===== src/fpla_prog_pkg.sv =====
// Package with constants and carrier types for the array programmer
package fpla_prog_pkg;
    localparam int unsigned N_INPUTS = 16;
    localparam int unsigned N_OUTPUTS = 8;
    localparam int unsigned N_TERMS = 48;
    localparam int unsigned TERM_BITS = 6;
    localparam int unsigned INPUT_BITS = 4;
    localparam int unsigned OUTPUT_BITS = 3;
    // Timing in its own units and the clock rate
    localparam int unsigned CLK_PERIOD_NS = 100;
    localparam int unsigned SETTLE_US = 10;
    localparam int unsigned FUSE_PULSE_MS = 1;
    localparam int unsigned POLARITY_PULSE_MS = 1;
    // Least times round up to whole cycles
    localparam int unsigned SETTLE_CYC =
        (SETTLE_US * 1000 + CLK_PERIOD_NS - 1) / CLK_PERIOD_NS;
    localparam int unsigned FUSE_PULSE_CYC =
        (FUSE_PULSE_MS * 1000000 + CLK_PERIOD_NS - 1) / CLK_PERIOD_NS;
    localparam int unsigned POLARITY_PULSE_CYC =
        (POLARITY_PULSE_MS * 1000000 + CLK_PERIOD_NS - 1) / CLK_PERIOD_NS;
    localparam int unsigned CNT_BITS = 16;

    // Per-input treatment within one product term
    typedef enum logic [1:0] {
        LIT_DONT_CARE = 2'h0,
        LIT_TRUE = 2'h1,
        LIT_COMPLEMENT = 2'h2,
        LIT_UNTOUCHED = 2'h3
    } literal_type;

    // Programmer command: one product term or one polarity
    typedef struct packed {
        logic polarity;
        logic [OUTPUT_BITS-1:0] out_sel;
        logic [TERM_BITS-1:0] term;
        logic [2*N_INPUTS-1:0] literals;
    } cmd_type;

    // Pin drive towards the array
    typedef struct packed {
        logic [N_INPUTS-1:0] in_level;
        logic [N_INPUTS-1:0] in_disable;
        logic [N_OUTPUTS-1:0] out_level;
        logic [N_OUTPUTS-1:0] out_oe;
        logic [N_OUTPUTS-1:0] out_prog;
        logic chip_en_n;
        logic fuse_program_pin;
        logic power_on;
    } pins_type;

    typedef enum logic [3:0] {
        ST_IDLE = 4'h0,
        ST_POL_PULSE = 4'h1,
        ST_TERM_SETUP = 4'h2,
        ST_LIT_SETUP = 4'h3,
        ST_FUSE_RAISE = 4'h4,
        ST_CE_PULSE = 4'h5,
        ST_FUSE_HOLD = 4'h6,
        ST_LIT_RETURN = 4'h7,
        ST_VERIFY = 4'h8
    } state_type;
endpackage


===== src/fpla_programmer.sv =====
// Programmer that sets output polarity and fuses product-matrix links
`timescale 1ns/1ps
module fpla_programmer #(
    parameter int unsigned FUSE_CYC = fpla_prog_pkg::FUSE_PULSE_CYC,
    parameter int unsigned POL_CYC = fpla_prog_pkg::POLARITY_PULSE_CYC,
    parameter int unsigned SETTLE = fpla_prog_pkg::SETTLE_CYC
) (
    input wire logic ref_clk_i,
    input wire logic nrst_i,
    input wire logic cmd_valid_i,
    input wire fpla_prog_pkg::cmd_type cmd_i,
    input wire logic verify_i,
    input wire logic [fpla_prog_pkg::N_OUTPUTS-1:0] out_sense_i,
    output logic cmd_ready_o,
    output logic done_o,
    output logic polarity_error_o,
    output logic [fpla_prog_pkg::N_OUTPUTS-1:0] polarity_o,
    output fpla_prog_pkg::pins_type pins_o
);
    // Whole state in one struct so reset and next state stay in step
    typedef struct packed {
        fpla_prog_pkg::state_type st;
        fpla_prog_pkg::cmd_type cmd;
        logic [fpla_prog_pkg::INPUT_BITS-1:0] idx;
        logic second;
        logic [fpla_prog_pkg::CNT_BITS-1:0] cnt;
        logic ready;
        logic done;
        logic pol_err;
        logic [fpla_prog_pkg::N_OUTPUTS-1:0] pol_seen;
        logic [fpla_prog_pkg::N_OUTPUTS-1:0] polarity;
        logic matrix_started;
        logic [1:0] verify_wait;
        logic [fpla_prog_pkg::N_OUTPUTS-1:0] sense_meta;
        logic [fpla_prog_pkg::N_OUTPUTS-1:0] sense;
        fpla_prog_pkg::pins_type pins;
    } regs_type;

    regs_type s_q;
    regs_type s_d;
    fpla_prog_pkg::literal_type lit;

    // Treatment of the input now being worked on
    always_comb begin
        lit = fpla_prog_pkg::literal_type'(s_q.cmd.literals[
            {s_q.idx, 1'b0} +: 2]);
    end

    // Sequencer for polarity, product-matrix and polarity verify steps
    always_comb begin
        s_d = s_q;
        s_d.done = 1'b0;
        // Sense pins come from the array: two stages, and only the
        // second is read, so a changing level cannot split decisions
        s_d.sense_meta = out_sense_i;
        s_d.sense = s_q.sense_meta;
        case (s_q.st)
            fpla_prog_pkg::ST_IDLE: begin
                s_d.ready = 1'b1;
                s_d.pins.power_on = 1'b1;
                s_d.pins.out_oe = 8'h00;
                s_d.pins.out_prog = 8'h00;
                s_d.pins.chip_en_n = 1'b1;
                s_d.pins.in_disable = 16'hffff;
                if (verify_i && s_q.ready) begin
                    s_d.ready = 1'b0;
                    s_d.pins.chip_en_n = 1'b0;
                    s_d.cnt = 16'h0000;
                    s_d.st = fpla_prog_pkg::ST_VERIFY;
                end else if (cmd_valid_i && s_q.ready) begin
                    s_d.ready = 1'b0;
                    s_d.cmd = cmd_i;
                    s_d.cnt = 16'h0000;
                    s_d.idx = 4'h0;
                    s_d.second = 1'b0;
                    if (cmd_i.polarity) begin
                        // Polarity after matrix work is refused
                        if (s_q.matrix_started ||
                            s_q.pol_seen[cmd_i.out_sel]) begin
                            s_d.pol_err = 1'b1;
                            s_d.done = 1'b1;
                        end else begin
                            s_d.pins.power_on = 1'b0;
                            s_d.pins.out_prog[cmd_i.out_sel] = 1'b1;
                            s_d.st = fpla_prog_pkg::ST_POL_PULSE;
                        end
                    end else begin
                        s_d.matrix_started = 1'b1;
                        s_d.st = fpla_prog_pkg::ST_TERM_SETUP;
                    end
                end
            end
            fpla_prog_pkg::ST_POL_PULSE: begin
                s_d.cnt = s_q.cnt + 16'h0001;
                if (32'(s_q.cnt) + 1 >= POL_CYC) begin
                    s_d.pins.out_prog = 8'h00;
                    s_d.pol_seen[s_q.cmd.out_sel] = 1'b1;
                    s_d.polarity[s_q.cmd.out_sel] = 1'b1;
                    s_d.done = 1'b1;
                    s_d.st = fpla_prog_pkg::ST_IDLE;
                end
            end
            fpla_prog_pkg::ST_TERM_SETUP: begin
                // Term number on the six low outputs, disabled chip
                s_d.pins.chip_en_n = 1'b1;
                s_d.pins.in_disable = 16'hffff;
                s_d.pins.out_oe = 8'h3f;
                s_d.pins.out_level = {2'b00, s_q.cmd.term};
                s_d.st = fpla_prog_pkg::ST_LIT_SETUP;
            end
            fpla_prog_pkg::ST_LIT_SETUP: begin
                // Untouched inputs are skipped; don't-care fuses both
                if (lit == fpla_prog_pkg::LIT_UNTOUCHED) begin
                    s_d.st = fpla_prog_pkg::ST_LIT_RETURN;
                end else begin
                    s_d.pins.in_disable[s_q.idx] = 1'b0;
                    s_d.pins.in_level[s_q.idx] =
                        (lit == fpla_prog_pkg::LIT_TRUE) ||
                        (lit == fpla_prog_pkg::LIT_DONT_CARE &&
                         !s_q.second);
                    s_d.cnt = 16'h0000;
                    s_d.st = fpla_prog_pkg::ST_FUSE_RAISE;
                end
            end
            fpla_prog_pkg::ST_FUSE_RAISE: begin
                s_d.cnt = s_q.cnt + 16'h0001;
                if (32'(s_q.cnt) + 1 >= SETTLE) begin
                    s_d.pins.fuse_program_pin = 1'b1;
                    s_d.cnt = 16'h0000;
                    s_d.st = fpla_prog_pkg::ST_CE_PULSE;
                end
            end
            fpla_prog_pkg::ST_CE_PULSE: begin
                s_d.cnt = s_q.cnt + 16'h0001;
                // Enable sits high before and after its programming pulse
                if (32'(s_q.cnt) + 1 == SETTLE) begin
                    s_d.pins.chip_en_n = 1'b0;
                end
                if (32'(s_q.cnt) + 1 >= SETTLE + FUSE_CYC) begin
                    s_d.pins.chip_en_n = 1'b1;
                    s_d.cnt = 16'h0000;
                    s_d.st = fpla_prog_pkg::ST_FUSE_HOLD;
                end
            end
            fpla_prog_pkg::ST_FUSE_HOLD: begin
                s_d.cnt = s_q.cnt + 16'h0001;
                if (32'(s_q.cnt) + 1 >= SETTLE) begin
                    s_d.pins.fuse_program_pin = 1'b0;
                    if (lit == fpla_prog_pkg::LIT_DONT_CARE &&
                        !s_q.second) begin
                        s_d.second = 1'b1;
                        s_d.st = fpla_prog_pkg::ST_LIT_SETUP;
                    end else begin
                        s_d.st = fpla_prog_pkg::ST_LIT_RETURN;
                    end
                end
            end
            fpla_prog_pkg::ST_LIT_RETURN: begin
                s_d.pins.in_disable[s_q.idx] = 1'b1;
                s_d.second = 1'b0;
                s_d.idx = s_q.idx + 4'h1;
                // Last input done: stop driving the term number
                if (s_q.idx == 4'hf) begin
                    s_d.pins.out_oe = 8'h00;
                    s_d.done = 1'b1;
                    s_d.st = fpla_prog_pkg::ST_IDLE;
                end else begin
                    s_d.st = fpla_prog_pkg::ST_LIT_SETUP;
                end
            end
            fpla_prog_pkg::ST_VERIFY: begin
                // Wait out the sense synchroniser before reading
                s_d.verify_wait = s_q.verify_wait + 2'h1;
                if (s_q.verify_wait == 2'h3) begin
                    s_d.polarity = ~s_q.sense;
                    s_d.pins.chip_en_n = 1'b1;
                    s_d.verify_wait = 2'h0;
                    s_d.done = 1'b1;
                    s_d.st = fpla_prog_pkg::ST_IDLE;
                end
            end
            default: begin
                s_d.st = fpla_prog_pkg::ST_IDLE;
            end
        endcase
    end

    // State register; reset leaves every input at its disable level
    always_ff @(posedge ref_clk_i or negedge nrst_i) begin
        if (!nrst_i) begin
            s_q <= '{st: fpla_prog_pkg::ST_IDLE,
                     pins: '{in_disable: 16'hffff, chip_en_n: 1'b1,
                             power_on: 1'b1, default: '0},
                     default: '0};
        end else begin
            s_q <= s_d;
        end
    end

    // Every output is a field of the state register
    assign cmd_ready_o = s_q.ready;
    assign done_o = s_q.done;
    assign polarity_error_o = s_q.pol_err;
    assign polarity_o = s_q.polarity;
    assign pins_o = s_q.pins;
endmodule


===== config.mk =====
export PLATFORM = sky130hd
export DESIGN_NAME = fpla_programmer
export DESIGN_NICKNAME = d
export VERILOG_FILES = /design/src/fpla_prog_pkg.sv /design/src/fpla_programmer.sv
export SDC_FILE = /design/constraint.sdc
export NUM_CORES = 1
export LEC_CHECK = 0
export ABC_AREA = 1
export BUFFER_PORTS_ARGS = -buffer_cell sky130_fd_sc_hd__clkbuf_2
export CAP_MARGIN = 10
export CORE_UTILIZATION = 45
export DETAILED_ROUTE_END_ITERATION = 8
export PLACE_DENSITY = 0.67
export SETUP_SLACK_MARGIN = 0.4
export SLEW_MARGIN = 30
export SYNTH_ARGS = -nofsm -noshare
export SYNTH_HDL_FRONTEND = slang
export SYNTH_SLANG_ARGS = --single-unit
export TNS_END_PERCENT = 1

===== constraint.sdc =====
create_clock -name ref_clk_i -period 6 [get_ports ref_clk_i]
set_input_delay 0.6 -clock ref_clk_i [delete_from_list [all_inputs] [get_ports ref_clk_i]]
set_output_delay 0.6 -clock ref_clk_i [all_outputs]
set_load 0.02 [all_outputs]

==> run summary, run 1 <==
Largest net degree at the start of global routing: 101
Routed WL: 18300 um
Worst Skew: 0.0105 ns
Detailed placement HPWL: 13100 um
Remaining global-route overflow: 0
Post-Syn Instances: 1048
Gates resized, CTS repair: 0
GP Congestion: 0.888
FP Rows: 48
Htree depth: 4
Fmax: 348 MHz
DR iter-0 viols: 535
Crit. End Element: flip-flop
Seq cells post-synth: 154
Slew headroom: 0.373
Clock Latency Late Sink: 0.42 ns
FF-to-FF Start: s_q[115]
Top Ports: 124
Post-synth EDFFs: 0
Max FO, Critical Path: 31
Avg Inst Size Synth: 7.81 um^2
Crit path from: s_q[115]
First-pass GRT wire length: 30000 um
Worst setup path class: reg -> reg
Cts hold-fix bufs: 0
Residual DRC: 0
Layout cells sized above 1: 0.199
Critical Path RT: 6.34 ns
CTS tree: built
Ys Warns: 0
Most frequent cell after synthesis: nand2_1
Postcts setup bufs: 0
Ant. Diodes: 0
Status: finished clean
Total CTS buffers: 17
Fin crit share: 0.480
Main synth FF type: dfrtp_1
Die width: 137 um
Worst slew pin tran: 0.938 ns
Via count: 6699
CORE AREA: 0.0175 mm^2
Yosys top cell area share: 0.416
Root Driver: clkbuf_16
Ys async rst share: 1.00
PwrDens: 401 mW/mm^2
Antenna violations before repair: 0
Top post-synthesis cells by count: nand2_1 (325), dfrtp_1 (136), inv_1 (102)
All-Layer GR Usage: 0.207
Fill count: 1670
Area leader, netlist: dfrtp_1
IO buf count: 119
1st-pass router iterations: 7
Count of cell types in the netlist: 37
Final Max Slew Viols: 0
Clock slew at reported path FFs: 0.06 ns
MaxCap Viol Count: 0
Worst Hold Class: in -> async
Finished Core Util: 0.523
Post-synthesis sequential area ratio: 0.474
Peak VDD IR: 0.340 mV
Area contributors post-synth: dfrtp_1 (42%), nand2_1 (15%), buf_4 (6.2%), dfstp_2 (5.8%), nand3_1 (5.4%)
CTS max path bufs: 2
Nets: 1157
Setup violations, final: 0
Tmin final: 2.88 ns
Setup TNS: 0 ns
Routed Antenna Nets: 0
Vias in the first global route: 6054
Clock Sinks: 154
Vias per std cell: 5.02
Chip Height: 137 um
Count of final hold-check violations: 0
Post-synthesis cell area: 0.00818 mm^2
Type of origin of the critical path: flip-flop
Syn-to-layout area delta: 12.2%
Leak: 0.00465 uW
WL/cell: 13.7 um
Initial Util: 0.466
CP arrival: 3.22 ns
Die area: 0.0187 mm^2
Setup repair after global routing missed its margin: false
==> power breakdown <==
part	switching, uW	internal [uW]
clock network	443	867
logic	701	282
registers	121	1260
total	1260	2410
==> path summary, 6_finish.rpt <==
check | end | slack (ns) | cells after the start
max | pins_o[42] | 3.12 | 13
min | s_q[146] | 0.26 | 1
max reg2reg | pins_o[42] | 3.12 | 13
min reg2reg | s_q[65] | 0.35 | 0
max in group asynchronous | s_q[103] | 4.52 | 2
min in group ref_clk_i | s_d[60] | 0.28 | 1
==> registers in the layout, indices dropped and copies added (netlist names) <==
signal and cells:
s_q 85, pins_o 50, polarity_o 8, s_d 8, cmd_ready_o 1, done_o 1
polarity_error_o 1
==> metrics by stage <==
step                      instances  hold WS (ns)  power [uW]  setup slack (ns)  cell area (um^2)
after global routing           1334         0.266        3900              2.84              9180
after CTS                      1334         0.264        3710              3.03              9170
final                          1334         0.256        3680              3.12              9180
after floorplan                1051         0.304        2170              3.91              8190
after global placement         1302         0.332        2360              3.16              8450
after detailed placement       1302         0.335        2380              3.03              8450
==> cell families after synthesis <==
kind of cell | Yosys count | synth area share
other cells | 1 | 0.000458
fa+ha+maj | 7 | 0.0107
xor+xnor | 2 | 0.00214
simple gates | 556 | 0.296
compound gates | 127 | 0.0899
flops | 154 | 0.474
buf+inv | 201 | 0.127
==> worst max-delay path, cell delays in order (launching register included) <==
cell,delay (ns)
dfrtp_1,0.59
clkinv_1,0.42
o211ai_1,0.21
nand2_1,0.12
nand2_1,0.08
nand2_1,0.07
inv_1,0.05
nand2_1,0.06
nand2_1,0.06
nand2_1,0.09
nand2_1,0.71
inv_1,0.08
o21ai_0,0.17
nand2_1,0.07
==> metal layers <==
metal  vias up  GRT usage  wire, um
li1       3393          -         -
met1      3095      0.295      8790
met2       193      0.314      8230
met3        18     0.0444      1040
met4         0     0.0641       237
met5         -          0         0
==> cell type report <==
cell class,instances,area [um^2],area share
clock buffer,17,425,0.0464
clock inverter,15,293,0.0319
inverter,106,398,0.0434
multi-input combinational,696,3280,0.358
sequential,154,3880,0.423
tap,225,282,0.0307
timing repair buffer,121,619,0.0675
==> placed cells by master (no fill, tap or decap), drive strengths merged, types with 2 or more instances in the layout <==
cell type,synthesis,routed
buf,80,2
o22ai,4,4
clkbuf,15,136
inv,104,106
o21bai,2,2
bufinv,0,8
dfstp,18,18
o21ai,93,93
nand4,15,15
o211ai,13,13
dfrtp,136,136
a21oi,9,9
o2111ai,2,2
nor2,85,85
nor3,22,22
nand2,340,340
nand3,91,91
ha,7,7
a31o,2,2
clkinv,2,7
conb,1,4
o31ai,2,2
(Power assumes the default switching activity.)
==> run 2, diff against run 1 <==
- ABC_AREA: 1 -> 0
- PLACE_DENSITY: 0.67 -> 0.68
- clock period: 6 -> 2.7 ns (I/O delays scaled with it)
==> run 2 against run 1 <==
The flow now finishes with violations (negative setup slack). Hold slack got worse by 0.22 ns. Global-route usage rose by 1.1 points. First-iteration DRC count fell by 24%. Maximum frequency rose by 2.4%. Critical path depth fell by 2. Clock skew rose by 0.0047 ns. Count of clock-buffer cells in the layout rose by 2. Design area rose by 8.1%. Critical path type unchanged.
==> run summary, run 2 <==
Status: finished with violations
Max stage delay on crit path: 0.44 ns
Htree depth: 4
PwrDens: 987 mW/mm^2
Yosys top cell area share: 0.429
Post-synthesis cell area: 0.00794 mm^2
Area contributors post-synth: dfrtp_1 (43%), nand2_1 (7.9%), buf_4 (6.7%), dfstp_2 (6.0%), mux2_2 (3.7%)
Dpl cells: 1116
Total CTS buffers: 17
Fill count: 1477
Nets: 996
Antenna violations before repair: 0
Residual DRC: 0
Commonest cells after routing, fill and taps aside: nand2_1 (159), dfrtp_1 (131), clkbuf_2 (118)
Worst setup path class: reg -> reg
Post-synth EDFFs: 0
Die area: 0.0182 mm^2
Commonest non-fill, non-tap cell in the layout: nand2_1
IO buf count: 119
Clock slew at reported path FFs: 0.06 ns
Failing checks: negative setup slack
CP bufs+invs: 2
Post-synthesis sequential area ratio: 0.488
Area leader, netlist: dfrtp_1
Count of cell types in the netlist: 76
Most frequent CP cell: buf_4
Vias in the first global route: 6266
Crit path from: s_q[97]
Tmin final: 2.81 ns
CTS tree: built
Main synth FF type: dfrtp_1
Setup violations, final: 18
Remaining global-route overflow: 0
All-Layer GR Usage: 0.218
Count of final hold-check violations: 0
Layout cells sized above 1: 0.399
Total power: 9790 uW
Chip Height: 135 um
Clock Sinks: 154
Setup TNS: -0.669 ns
Detailed placement HPWL: 13000 um
Max FFs per register: 85
Top post-synthesis cells by count: nand2_1 (168), dfrtp_1 (136), buf_4 (71)
Finished Core Util: 0.575
Most frequent cell after synthesis: nand2_1
Seq cells post-synth: 154
Slew headroom: 0.547
First-pass GRT wire length: 31000 um
Setup repair after global routing missed its margin: true
Fin crit share: 1.04
MaxCap Viol Count: 0
FF-to-FF Start: s_q[97]
Setup crit end: s_q[160]
Ant. Diodes: 0
Vias per std cell: 5.39
FP Rows: 48
Final worst slack: -0.110 ns
Ys async rst share: 1.00
Max FO, Critical Path: 4
Leak: 0.00468 uW
Non-Filler Instances: 1173
Critical hold path startpoint: cmd_i[11]
Top Ports: 124
Final Max Slew Viols: 0
Syn-to-layout area delta: 25.0%
Cells along the critical path: ha_4 -> nand4_1 -> buf_4 -> nor2_2 -> o211a_1 -> o22ai_1 -> or3b_4 -> buf_4 -> o31a_1 -> nand2_2 -> mux2_4
Worst Skew: 0.0152 ns
DR iter-0 viols: 408
CP top delay family: simple AND/OR/NAND/NOR gates
Clock Latency Late Sink: 0.42 ns
Largest net degree at the start of global routing: 73
Routed Antenna Nets: 0
1st-pass router iterations: 5
Via count: 6326
Worst slew pin tran: 0.680 ns
Ys Warns: 0
Hold WS: 0.0378 ns
Initial Util: 0.461
Stages on worst setup path: 11
Type of origin of the critical path: flip-flop
Cells on worst reg2reg path: 11
Die width: 135 um
Peak VDD IR: 0.651 mV
Worst Hold Class: in -> reg
Reg2reg end: s_q[160]
CTS max path bufs: 2
CORE AREA: 0.0172 mm^2
Fmax: 356 MHz
Routed WL: 18900 um
Root Driver: clkbuf_16
Internal reg-to-reg setup slack: -0.11 ns
WL/cell: 16.1 um
CP max-delay cell: or3b_4
CP arrival: 3.11 ns
Critical Path RT: 3.00 ns
Crit. End Element: flip-flop
Reg with most FFs: s_q
Post-Syn Instances: 797
GP Congestion: 0.873
Avg Inst Size Synth: 9.96 um^2
==> run 2: cell types whose count changed after synthesis, sizes merged, moves of 12 or more <==
cell / change
a311oi: +12
clkbuf: +14
inv: -89
mux2: +27
nand2: -172
nand3: -61
nor2: -37
o21ai: -77
==> run 2: repair_timing <==
item,CTS,global route
cloned,2,0
endpoints found under the setup margin,78,79
resized for setup,41,23
buffers inserted,14,0
pin swaps,29,12
hold buffers,9,0
hold endpoints to repair,68,0
==> run 2: final cells by class <==
class / count / area [um^2] / area share
Timing Repair Buffer: 229 / 1600 / 0.161
Sequential cell: 154 / 3880 / 0.391
Inverter: 15 / 56.3 / 0.00568
Clock buffer: 19 / 433 / 0.0436
Tap cell: 225 / 282 / 0.0284
Clock inverter: 13 / 143 / 0.0144
Multi-Input combinational cell: 518 / 3530 / 0.356
==> run 2: cell families (layout without fill, tap and decap cells) <==
kind of cell	count (synthesis)	after routing	synth area share
AO/OA/AOI/OAI	135	135	0.136
XOR/XNOR	10	10	0.0110
adder cells (fa/ha/maj)	7	7	0.0110
buffers and inverters	128	276	0.0977
flip-flops	154	154	0.488
multiplexers	39	39	0.0660
other	1	4	0.000472
AND/OR/NAND/NOR	323	323	0.189
==> run 2: how the worst min path moves through the flow <==
stage	endpoint	slack [ns]	depth (start not counted)
global route	s_q[121]	0.04	3
global placement	s_q[61]	0.33	0
finish	s_q[129]	0.04	3
detailed placement	s_q[137]	0.34	1
floorplan	cmd_ready_o	-0.03	0
CTS	s_q[129]	0.03	3
==> run 2: tightest hold or removal path, cell delays in order <==
cell      delay [ns]
clkbuf_2        0.08
nand2_1         0.04
nand2_1         0.04
==> run 2: through the flow <==
stage / cell area (um^2) / setup WS, ns
2_1_floorplan: 7960 / 0.0316
3_5_place_dp: 8850 / -0.246
6_report: 9920 / -0.110
3_3_place_gp: 8850 / -0.156
4_1_cts: 9840 / -0.0596
5_1_grt: 9920 / -0.216
==> run 2: layer usage <==
metal  vias to the layer above  track usage  routed length (um)  part of all wire
met5                         -            0                   0                 0
met4                         0       0.0593                 270             0.014
met3                        29       0.0514                 894             0.047
met2                       165        0.365                9330              0.49
met1                      3120        0.283                8420              0.45
li1                       3012            -                   -                 -
==> run 2: power breakdown <==
part | switching, uW | internal, uW | total, uW
registers | 461 | 2870 | 3330
logic | 2290 | 1830 | 4130
clock network | 969 | 1370 | 2340
total | 3720 | 6070 | 9790
==> run 3, diff against run 2 <==
- RECOVER_POWER: not set -> 25
- SETUP_SLACK_MARGIN: 0.4 -> 0.1
==> run 3 against run 2 <==
The run ends with max-capacitance violations, max-slew violations, negative setup slack left. Utilization about the same. First-iteration DRC count down 8.3%. Global-route usage down 0.12 points. Flip-flop and latch count unchanged. Total power down 0.23%. Largest power group unchanged. Register-to-register slack about the same. Via count about the same. Count of clock-buffer cells in the layout unchanged. Wire length down 0.39%. Clock power about the same.
==> run summary, run 3 (synthesis results as in run 2) <==
Hold Crit Endpoint: s_q[129]
Fill count: 1470
Htree depth: 4
Clock Latency Late Sink: 0.43 ns
Die area: 0.0182 mm^2
Commonest cells after routing, fill and taps aside: nand2_1 (163), dfrtp_1 (131), clkbuf_2 (119)
CP arrival: 3.11 ns
Nets: 996
Worst slew pin tran: 1.88 ns
Tmin final: 2.81 ns
Critical hold path startpoint: cmd_i[11]
1st-pass router iterations: 5
IO buf count: 119
Via count: 6329
Reg with most FFs: s_q
Chip Height: 135 um
Total CTS buffers: 17
Largest net degree at the start of global routing: 73
Crit. End Element: flip-flop
Clock slew at reported path FFs: 0.06 ns
Worst Hold Class: in -> reg
CORE AREA: 0.0172 mm^2
FF-to-FF Start: s_q[97]
Vias in the first global route: 6231
Cells on worst reg2reg path: 11
Internal reg-to-reg setup slack: -0.11 ns
Leak: 0.00467 uW
Reg2reg end: s_q[160]
Worst Skew: 0.0161 ns
Routed WL: 18800 um
Area of placed instances: 0.00885 mm^2
Root Driver: clkbuf_16
Die width: 135 um
Hold WS: 0.0379 ns
Max stage delay on crit path: 0.44 ns
Setup repair after global routing missed its margin: true
Fmax: 356 MHz
Count of final hold-check violations: 0
Initial Util: 0.461
FP Rows: 48
Remaining global-route overflow: 0
Commonest non-fill, non-tap cell in the layout: nand2_1
DR iter-0 viols: 374
Syn-to-layout area delta: 25.0%
GP Congestion: 0.873
Final worst slack: -0.110 ns
Ant. Diodes: 0
All-Layer GR Usage: 0.217
Most frequent CP cell: buf_4
Max FO, Critical Path: 4
Worst setup path class: reg -> reg
Slew headroom: -0.256
CTS max path bufs: 2
PwrDens: 985 mW/mm^2
Max FFs per register: 85
Design area: 0.00992 mm^2
Worst slack, placed: -0.246 ns
Antenna violations before repair: 0
MaxCap Viol Count: 1
Clock Sinks: 154
Hold path depth: 3
Vias per std cell: 5.40
Detailed placement HPWL: 13000 um
Type of origin of the critical path: flip-flop
Critical Path RT: 3.00 ns
Status: finished with violations
Residual DRC: 0
Setup violations, final: 19
Peak VDD IR: 0.652 mV
Failing checks: max-capacitance violations, max-slew violations, negative setup slack
Routed Antenna Nets: 0
CP max-delay cell: or3b_4
Top Ports: 124
First-pass GRT wire length: 30800 um
Layout cells sized above 1: 0.399
Final Max Slew Viols: 72
Fin crit share: 1.04
Cells along the critical path: ha_4 -> nand4_1 -> buf_4 -> nor2_2 -> o211a_1 -> o22ai_1 -> or3b_4 -> buf_4 -> o31a_1 -> nand2_2 -> mux2_4
CTS tree: built
WL/cell: 16.1 um
-- run 3: cell types whose count changed in the layout (fill, tap and decap cells not counted), sizes merged --
cell	before	now
clkbuf	137	138
buf	102	101
-- run 3: layout make-up --
class | instances | area (um^2) | share of cell area
flip-flops and latches | 154 | 3880 | 0.391
repair buffers | 229 | 1590 | 0.160
multi-input cells | 518 | 3540 | 0.357
clock buffers | 19 | 433 | 0.0436
well taps | 225 | 282 | 0.0284
clock inverters | 13 | 143 | 0.0144
inverters | 15 | 56.3 | 0.00567
-- run 3: metrics by stage --
step           setup TNS (ns)  instances  total power, uW  utilization
2_1_floorplan               0        800             5720            -
3_3_place_gp            -1.98       1116             6920        0.513
3_5_place_dp            -4.93       1116             6970        0.513
4_1_cts                -0.137       1173             9660        0.568
5_1_grt                 -5.87       1173            10300        0.576
6_report               -0.658       1173             9770        0.576
-- run 3: power by group --
| part | internal, uW | switching (uW) | total, uW |
|---|---|---|---|
| logic | 1820 | 2280 | 4110 |
| clock network | 1370 | 970 | 2340 |
| registers | 2870 | 457 | 3330 |
-- run 3: critical path, delay by kind of cell, from the launching register on --
family / cells / cell delay, ns
simple gates: 4 / 0.89
compound gates: 3 / 0.55
buf+inv: 2 / 0.40
flops: 1 / 0.39
mux: 1 / 0.30
fa+ha+maj: 1 / 0.15
-- run 3: layer usage --
layer,up-vias,GRT usage,share of wire
met4,0,0.0624,0.015
met2,165,0.360,0.49
met3,24,0.0514,0.052
li1,3015,-,-
met5,-,0,0
met1,3125,0.282,0.44
-- run 3: worst max path at each step --
stage | cells after the start | slack (ns) | to | from
floorplan | 10 | 0.03 | s_q[111] | s_q[98]
global placement | 7 | -0.16 | pins_o[52] | s_q[114]
detailed placement | 7 | -0.25 | pins_o[52] | s_q[114]
CTS | 11 | -0.06 | s_q[160] | s_q[97]
global route | 12 | -0.22 | polarity_o[0] | s_q[97]
finish | 11 | -0.11 | s_q[160] | s_q[97]
-- run 3: timing repair --
item                                    4_1_cts  5_1_grt
endpoints found under the hold margin        68        0
endpoints found under the setup margin       68       73
setup buffers                                14        0
pin swaps                                    19       13
gates cloned                                  2        0
resized for setup                            28       34
hold buffers                                  9        0
